==> src/design/bwdt_consts.svh <==
// constants for the board watchdog reset timer
`ifndef BWDT_CONSTS_SVH
`define BWDT_CONSTS_SVH
`define BWDT_CNT_W        24
`define BWDT_CNT_MAX      24'hffffff
`define BWDT_INIT_RST     24'hffffff
`define BWDT_CLK_HZ       20000000
`define BWDT_TICK_HZ      32768
`define BWDT_TICK_DIV     (`BWDT_CLK_HZ / `BWDT_TICK_HZ)
`define BWDT_TDIV_W       10
`define BWDT_PORT80_ADDR  16'h0080
`define BWDT_RST_CYCLES   8'h10
`endif

==> src/design/bwdt_pkg.sv <==
// types for the board watchdog reset timer
package bwdt_pkg;
  typedef logic [23:0] bwdt_count_t;
  typedef logic [15:0] bwdt_addr_t;
  typedef logic [3:0]  bwdt_mask_t;
endpackage : bwdt_pkg

==> src/design/bwdt_top.sv <==
// board watchdog reset timer: 24-bit countdown issuing system reset
`timescale 1ns/1ps
`default_nettype none
`include "bwdt_consts.svh"
module bwdt_top (
  input  wire logic             i_mclk,
  input  wire logic             i_rst_n,
  input  wire bwdt_pkg::bwdt_count_t i_init_value,
  input  wire logic             i_init_wr,
  input  wire logic             i_count_wr,
  input  wire logic             i_io_valid,
  input  wire logic             i_io_write,
  input  wire bwdt_pkg::bwdt_addr_t i_io_addr,
  input  wire logic             i_port80_en,
  input  wire logic             i_win_en,
  input  wire bwdt_pkg::bwdt_addr_t i_win1_base,
  input  wire bwdt_pkg::bwdt_addr_t i_win2_base,
  input  wire bwdt_pkg::bwdt_mask_t i_win1_mask,
  input  wire bwdt_pkg::bwdt_mask_t i_win2_mask,
  output logic                  o_sys_reset,
  output var bwdt_pkg::bwdt_count_t o_timeout_count_value,
  output var bwdt_pkg::bwdt_count_t o_init_value
);
  import bwdt_pkg::*;

  function automatic logic win_hit(input bwdt_addr_t a, input bwdt_addr_t b,
                                   input bwdt_mask_t m);
    win_hit = ((a[15:4] == b[15:4]) && ((a[3:0] & ~m) == (b[3:0] & ~m)));
  endfunction : win_hit

  bwdt_count_t            init_reg;
  bwdt_count_t            count_reg;
  bwdt_count_t            count_next;
  logic [`BWDT_TDIV_W-1:0] tdiv_reg;
  logic                   tick;
  logic                   expired_reg;
  logic [7:0]             rst_cnt_reg;

  // tick divider: 20 MHz / 610 gives about 32787 Hz, a 0.06% fast period
  assign tick = (tdiv_reg == `BWDT_TDIV_W'(`BWDT_TICK_DIV - 1));

  wire port80_hit = i_port80_en && i_io_valid && i_io_write
                    && (i_io_addr == `BWDT_PORT80_ADDR);
  wire win_strobe = i_win_en && i_io_valid
                    && (win_hit(i_io_addr, i_win1_base, i_win1_mask)
                        || win_hit(i_io_addr, i_win2_base, i_win2_mask));
  wire restart    = i_count_wr || port80_hit || win_strobe;
  wire at_zero    = (count_reg == 24'h000000);

  always_comb
  begin
    count_next = count_reg;
    if (restart)
      count_next = init_reg;
    else if (tick && !at_zero)
      count_next = count_reg - 24'h000001;
  end

  always_ff @(posedge i_mclk)
  begin
    if (!i_rst_n)
      tdiv_reg <= '0;
    else if (tick)
      tdiv_reg <= '0;
    else
      tdiv_reg <= tdiv_reg + `BWDT_TDIV_W'(1);
  end

  always_ff @(posedge i_mclk)
  begin
    if (!i_rst_n)
    begin
      init_reg  <= `BWDT_INIT_RST;
      count_reg <= `BWDT_INIT_RST;
    end
    else
    begin
      if (i_init_wr)
        init_reg <= i_init_value;
      count_reg <= count_next;
    end
  end

  // reset pulse is stretched so a board reset sees a clean width
  always_ff @(posedge i_mclk)
  begin
    if (!i_rst_n)
    begin
      expired_reg <= 1'b0;
      rst_cnt_reg <= 8'h00;
    end
    else if (at_zero && !restart && !expired_reg)
    begin
      expired_reg <= 1'b1;
      rst_cnt_reg <= `BWDT_RST_CYCLES;
    end
    else if (rst_cnt_reg != 8'h00)
      rst_cnt_reg <= rst_cnt_reg - 8'h01;
    else if (!at_zero)
      expired_reg <= 1'b0;
  end

  assign o_sys_reset           = (rst_cnt_reg != 8'h00);
  assign o_timeout_count_value = count_reg;
  assign o_init_value          = init_reg;

  AST_RESTART_RELOAD: assert property (@(posedge i_mclk) disable iff (!i_rst_n)
    restart
    |=> (count_reg == $past(init_reg)))
    else $error("no reload on restart");

  AST_COUNT_WR: assert property (@(posedge i_mclk) disable iff (!i_rst_n)
    i_count_wr
    |=> (count_reg == $past(init_reg)))
    else $error("count write did not reload");

  AST_PORT80: assert property (@(posedge i_mclk) disable iff (!i_rst_n)
    (i_port80_en && i_io_valid && i_io_write && i_io_addr == 16'h0080)
    |=> (count_reg == $past(init_reg)))
    else $error("port 80h no restart");

  AST_WINDOW: assert property (@(posedge i_mclk) disable iff (!i_rst_n)
    (i_win_en && i_io_valid && i_io_addr == i_win1_base)
    |=> (count_reg == $past(init_reg)))
    else $error("window hit no restart");

  AST_WINDOW2: assert property (@(posedge i_mclk) disable iff (!i_rst_n)
    (i_win_en && i_io_valid && i_io_addr == i_win2_base)
    |=> (count_reg == $past(init_reg)))
    else $error("second window hit no restart");

  // the top address of a masked window must still hit
  AST_WIN_MASKED: assert property (@(posedge i_mclk) disable iff (!i_rst_n)
    (i_win_en && i_io_valid && i_io_addr == (i_win1_base | 16'(i_win1_mask)))
    |=> (count_reg == $past(init_reg)))
    else $error("masked window hit no restart");

  AST_DECREMENT: assert property (@(posedge i_mclk) disable iff (!i_rst_n)
    (tick && !restart && !at_zero)
    |=> (count_reg == $past(count_reg) - 24'h000001))
    else $error("count did not step down");

  AST_HOLD: assert property (@(posedge i_mclk) disable iff (!i_rst_n)
    (!tick && !restart)
    |=> $stable(count_reg))
    else $error("count moved without tick");

  AST_TICK_GAP: assert property (@(posedge i_mclk) disable iff (!i_rst_n)
    tick
    |=> !tick [*8])
    else $error("ticks too close");

  AST_ZERO_STAYS: assert property (@(posedge i_mclk) disable iff (!i_rst_n)
    (at_zero && !restart)
    |=> at_zero)
    else $error("count left zero without restart");

  AST_INIT_NO_RESTART: assert property (@(posedge i_mclk) disable iff (!i_rst_n)
    (i_init_wr && !restart && !tick)
    |=> $stable(count_reg))
    else $error("period write moved the count");

  AST_EXPIRE: assert property (@(posedge i_mclk) disable iff (!i_rst_n)
    (at_zero && !restart && !expired_reg)
    |=> o_sys_reset [*8])
    else $error("expiry gave no reset");

  // the pulse is sixteen cycles wide, checked as two runs of eight
  AST_PULSE_WIDTH: assert property (@(posedge i_mclk) disable iff (!i_rst_n)
    $rose(o_sys_reset)
    |-> o_sys_reset [*8] ##1 o_sys_reset [*8] ##1 !o_sys_reset)
    else $error("reset pulse width wrong");

  AST_ONE_PULSE: assert property (@(posedge i_mclk) disable iff (!i_rst_n)
    ($fell(o_sys_reset) && !restart)
    |=> !o_sys_reset)
    else $error("second reset pulse for one expiry");

  AST_NEEDS_EXPIRY: assert property (@(posedge i_mclk) disable iff (!i_rst_n)
    o_sys_reset
    |-> expired_reg)
    else $error("reset without expiry");

  AST_NO_EARLY: assert property (@(posedge i_mclk) disable iff (!i_rst_n)
    $rose(o_sys_reset)
    |-> $past(at_zero))
    else $error("reset before zero");

  AST_INIT_WR: assert property (@(posedge i_mclk) disable iff (!i_rst_n)
    i_init_wr
    |=> (init_reg == $past(i_init_value)))
    else $error("init not stored");

  AST_RESET_MAX: assert property (@(posedge i_mclk)
    !i_rst_n
    |=> (init_reg == 24'hffffff))
    else $error("reset period not max");

  AST_RESET_COUNT_MAX: assert property (@(posedge i_mclk)
    !i_rst_n
    |=> (count_reg == 24'hffffff))
    else $error("reset count not max");

  AST_RESET_QUIET: assert property (@(posedge i_mclk)
    !i_rst_n
    |=> !o_sys_reset)
    else $error("system reset during local reset");
endmodule : bwdt_top
`default_nettype wire

==> config.mk <==
export PLATFORM = sky130hd
export DESIGN_NAME = bwdt_top
export DESIGN_NICKNAME = d
export VERILOG_FILES = /design/src/design/bwdt_pkg.sv /design/src/design/bwdt_top.sv
export VERILOG_INCLUDE_DIRS = /design/src /design/src/design
export SDC_FILE = /design/constraint.sdc
export NUM_CORES = 1
export LEC_CHECK = 0
export BUFFER_PORTS_ARGS = -buffer_cell sky130_fd_sc_hd__buf_2
export CAP_MARGIN = 20
export CELL_PAD_IN_SITES_DETAIL_PLACEMENT = 0
export CELL_PAD_IN_SITES_GLOBAL_PLACEMENT = 1
export CORE_MARGIN = 5
export CORE_UTILIZATION = 39
export DETAILED_ROUTE_END_ITERATION = 8
export PLACE_DENSITY = 0.95
export SLEW_MARGIN = 20
export SYNTH_ARGS = -nofsm -noshare
export SYNTH_HDL_FRONTEND = slang
export SYNTH_SLANG_ARGS = --single-unit
export TNS_END_PERCENT = 1
==> constraint.sdc <==
create_clock -name i_mclk -period 5 [get_ports i_mclk]
set_input_delay 1 -clock i_mclk [delete_from_list [all_inputs] [get_ports i_mclk]]
set_output_delay 1 -clock i_mclk [all_outputs]
set_load 0.1 [all_outputs]
# Yosys cells after proc, flatten, opt, wreduce, memory -nomap -nowiden
# Cells that the tools add are included.
dict set report classes {
  add_sub_neg 3
  n_eq_ne 8
  muxes 7
  n_bitwise 7
  n_reduce_logical 23
}
# op n
set op_table {}
lappend op_table {{$mux 24} 2}
lappend op_table {{$eq 12x12->1} 2}
lappend op_table {{$logic_not 24->1} 1}
lappend op_table {{$sub 24x1->24 const B} 1}
lappend op_table {{$and 4x4->4} 4}
lappend op_table {{$eq 16x8->1 const B} 1}
lappend op_table {{$add 10x1->10 const B} 1}
lappend op_table {{$eq 10x10->1 const B} 1}
lappend op_table {{$logic_and 1x1->1} 10}
lappend op_table {{$mux 5} 2}
lappend op_table {{$eq 4x4->1} 2}
lappend op_table {{$not 4->4} 2}
lappend op_table {{$reduce_bool 8->1} 1}
lappend op_table {{$sub 8x1->8 const B} 1}
lappend op_table {{$ne 2x1->1 const B} 2}
lappend op_table {{$reduce_bool 2->1} 2}
lappend op_table {{$reduce_or 2->1} 2}
lappend op_table {{$logic_not 1->1} 3}
lappend op_table {{$logic_or 1x1->1} 3}
lappend op_table {{$mux 1} 3}
lappend op_table {{$reduce_and 2->1} 1}
lappend op_table {{$not 1->1} 1}
dict set report totals {
  ff_bits 67
}

# Depth between registers and ports, before layout
dict set report logic_depth {
  depth_word 12
  ltp_mapped 9
}

# Worst setup path after synthesis
# OpenSTA, ideal clock, no wires.
dict set report synth_path {
  path_kind {register -> register}
  startpoint {reg count_reg[0] (netlist: o_timeout_count_value[0])}
  endpoint {reg count_reg[18] (netlist: o_timeout_count_value[18])}
  setup_ns 0.134
  arrival_time_ns 3.087
  required_time_ns 4.866
  setup_slack_ns 1.779
  path_stages_with_launch 9
  period_less_slack_ns 3.221
  path_cell_list {dfxtp_1 inv_1 ha_1 nor4b_1 and3_1 a2111o_1 or4_1 a2111oi_0 a31oi_1}
}
dict set report synth_between {
  elab_chain_cells 4
  word_cells_on_any_way 7
}
# element line_no
set synth_lines {}
lappend synth_lines {{from (decl)} bwdt_top.sv:32} ;# bwdt_count_t count_reg;
lappend synth_lines {{from (signal assigned)} bwdt_top.sv:74} ;# count_reg <= `BWDT_INIT_RST;
lappend synth_lines {{from (signal assigned)} bwdt_top.sv:80} ;# count_reg <= count_next;
lappend synth_lines {{parallel branches: the longest is 4 deep, another holds $sub 24x1->24} --}
# Parallel ways; which one is timed is not known. The select of a mux whose other input is x is not followed.
# A chain may end at the register's enable or synchronous reset.

# Final worst setup path
dict set report layout_path {
  startpoint {reg rst_cnt_reg[0]}
  endpoint {out o_sys_reset}
}
dict set report layout_between {
  elab_chain_cells 1
}
# element line_no
set layout_lines {}
lappend layout_lines {{from (decl)} bwdt_top.sv:37} ;# logic [7:0] rst_cnt_reg;
lappend layout_lines {{from (signal assigned)} bwdt_top.sv:95} ;# rst_cnt_reg <= `BWDT_RST_CYCLES;
lappend layout_lines {{from (signal assigned)} bwdt_top.sv:98} ;# rst_cnt_reg <= rst_cnt_reg - 8'h01;
lappend layout_lines {{$reduce_bool 8->1} bwdt_top.sv:103} ;# assign o_sys_reset = (rst_cnt_reg != 8'h00);
lappend layout_lines {{to (decl)} bwdt_top.sv:20} ;# output logic o_sys_reset,
# No other way between the ends.

==> results_dict.tcl <==
set metrics [dict create \
    status "completed" \
    drtAntennaViolNets 0 \
    hold_viol_final 0 \
    first_pass_iters 5 \
    yosys-mux-area-fraction 0.0592 \
    cts-resized-gates 0 \
    vdd_ir_drop_max_v 0.000168 \
    synth_edf_count 0 \
    synthCells 427 \
    core_area_sq_um 9280 \
    antenna_found_initial 0 \
    slowest_delay_ns 0.50 \
    grt-ovfl-total 0 \
    grt_max_degree 38 \
    clk_latency_ns 0.35 \
    io_pins 137 \
    fin_crit_sh 0.601 \
    cts_hold_buffers 0 \
    ys_seq_area_frac 0.361 \
    synth_area_per_cell_sq_um 8.71 \
    grt_pass1_wl_um 17600 \
    hold_class "reg -> reg" \
    cp-start-kind "flip-flop" \
    cap_viol_max_count 0 \
    grt_pass1_vias 3714 \
    htreeDepth 3 \
    area_delta_synth_final_pct 26.1 \
    synth_compound_area_frac 0.184 \
    worstSetupPathType "reg -> out" \
    synthTopCellsByArea "dfxtp_1, xor2_1, mux2i_1, nand2_1, xnor2_1" \
    slowest_stage "buf_2" \
    cp.required_ns 4.00 \
    clkTransAtPathRegs_ns 0.08 \
    die_w_um 108 \
    yosys.area.top_type_share 0.361 \
    stdcell_area_sq_um 4690 \
    yosys_warnings 0 \
    rsz0062_at_grt "no" \
    dp_hpwl_um 8350 \
    nFillCells 915 \
    postCtsSetupBuffers 0 \
    synth_xor_area_frac 0.120 \
    placed_cell_area_sq_um 4510 \
    avgRoutedWirePerCell_um 15.9 \
    synth_fa_ha_area_frac 0.0168 \
    layout-drive-gt1-share 0.302 \
    worst_pin_slew_ns 0.757 \
    critPathArrivalTime_ns 2.00 \
    cts_sinks 67 \
    syn_area_sq_um 3720 \
    synth-seq-cells 67 \
    synth_top_flop_cell "dfxtp_1" \
    drc_errors 0 \
    finalSetupViolCount 0 \
    cts_tree "built" \
    io_buffer_count 136 \
    worstPathCellList "inv_1, ha_1, nand2_1, or3_1, buf_2" \
    yosys.area_share.simple 0.224 \
    gp_congestion 0.865 \
    synth.distinct_cells 55 \
    fmax_mhz 333 \
    power_leakage_nw 1.97 \
    antenna_cells 0 \
    dieHeight_um 108 \
    fin_crit_ns 3.00 \
    fin_skew_ns 0.00911 \
    cts-buffers-inserted 9 \
    async_flop_share 0 \
    drt_first_iter_violations 278 \
    cts.path.max_buffers 2 \
    vias 3754 \
    slew_violations 0 \
    powerDensity_nw_per_um2 321 \
    maxSlewHeadroom 0.495 \
    routed_wl_um 11000 \
    initial_core_util 0.401 \
    via_per_inst 5.43 \
    grtUsageTotal 0.186 \
    clockRootBuffer "clkbuf_8" \
    r2r_slack_ns 2.31 \
    synth_top_family_by_area "simple AND/OR/NAND/NOR gates" \
    syn_nets 520 \
    rows 35 \
    tns_ns 0 \
    cp-end-kind "output pin" \
    path_max_fanout 9 \
    die_area_sq_um 11600 \
    yosysTopAreaCell "dfxtp_1" \
    nNetsFinal 650 \
]
-- layout by cell type, fill, tap and decap left out, types with 4 or more instances in the layout --
master,count
xnor2_1,15
and3_1,9
a211oi_1,7
nand2_1,38
a21oi_1,20
xor2_1,36
nand3_1,9
nor2_1,26
inv_1,15
o211ai_1,8
or3_1,4
o21ai_0,14
nor2b_1,5
nand4_1,9
dfxtp_1,67
a2111oi_0,5
nor3_1,12
a31oi_1,8
ha_1,5
nor4_1,13
o2111ai_1,4
mux2i_1,22
buf_2,136
nor4b_1,5
o31a_1,9
clkbuf_8,10
-- where the power goes --
group	internal, mW	leakage (nW)	switching [mW]
Clock	0.195	0.0859	0.216
Combinational	0.140	1.33	0.338
Sequential	0.577	0.551	0.0410
Total	0.912	1.97	0.595
-- worst max-delay path: cells and delay by family, from the launching register on --
family                     cells  cell delay [ns]
buffers and inverters          2             0.58
and+or+nand+nor                2             0.47
adders and majority gates      1             0.23
DFF                            1             0.37
-- kinds of logic (layout without fill, tap and decap cells) --
logic type | Yosys count | in the layout
fa+ha+maj | 5 | 5
simple gates | 150 | 150
xor+xnor | 51 | 51
flops | 67 | 67
buf+inv | 35 | 170
compound gates | 97 | 97
mux | 22 | 22
-- layout make-up --
class	instances	area [sq um]	area share
well taps	129	161	0.0344
repair buffers	139	703	0.150
flip-flops and latches	67	1340	0.286
clock inverters	5	37.5	0.00800
inverters	15	56.3	0.0120
multi-input cells	325	2250	0.479
clock buffers	11	141	0.0301
-- synth_stat cells (4+ instances only) --
master and number:
dfxtp_1 67, nand2_1 38, xor2_1 36, nor2_1 27, mux2i_1 22, a21oi_1 20, clkbuf_1 18, inv_1 15
xnor2_1 15, o21ai_0 14, nor4_1 13, nor3_1 12, and3_1 9, nand3_1 9, nand4_1 9, o31a_1 9
a31oi_1 8, o211ai_1 8, a211oi_1 7, a2111oi_0 5, ha_1 5, nor2b_1 5, nor4b_1 5, o2111ai_1 4
or3_1 4
-- layer usage --
metal	global-route usage	part of all wire	vias up
met3	0.0468	0.080	15
met1	0.227	0.44	1749
li1	-	-	1831
met5	0	0	-
met2	0.316	0.47	159
met4	0.0667	0.016	0
-- per-stage QoR --
step	cells	hold WS [ns]	total power [mW]	utilization	setup slack, ns
detailed placement	675	0.478	1.10	0.486	1.87
global placement	675	0.460	1.09	0.486	1.96
CTS	691	0.496	1.52	0.505	2.00
floorplan	427	0.441	0.992	-	1.78
global route	691	0.533	1.58	0.505	1.90
finish	691	0.489	1.51	0.505	2.00
-- final timing paths --
kind / cells past startpoint / to / from
setup / recovery: 5 / o_sys_reset / rst_cnt_reg[0]$_SDFFE_PP0P_
hold / removal: 1 / tdiv_reg[0]$_SDFF_PP0_ / tdiv_reg[0]$_SDFF_PP0_
setup reg to reg: 7 / o_timeout_count_value[18]$_SDFFE_PN1P_ / tdiv_reg[0]$_SDFF_PP0_
hold reg to reg: 1 / tdiv_reg[0]$_SDFF_PP0_ / tdiv_reg[0]$_SDFF_PP0_
(Power assumes the default switching activity.)
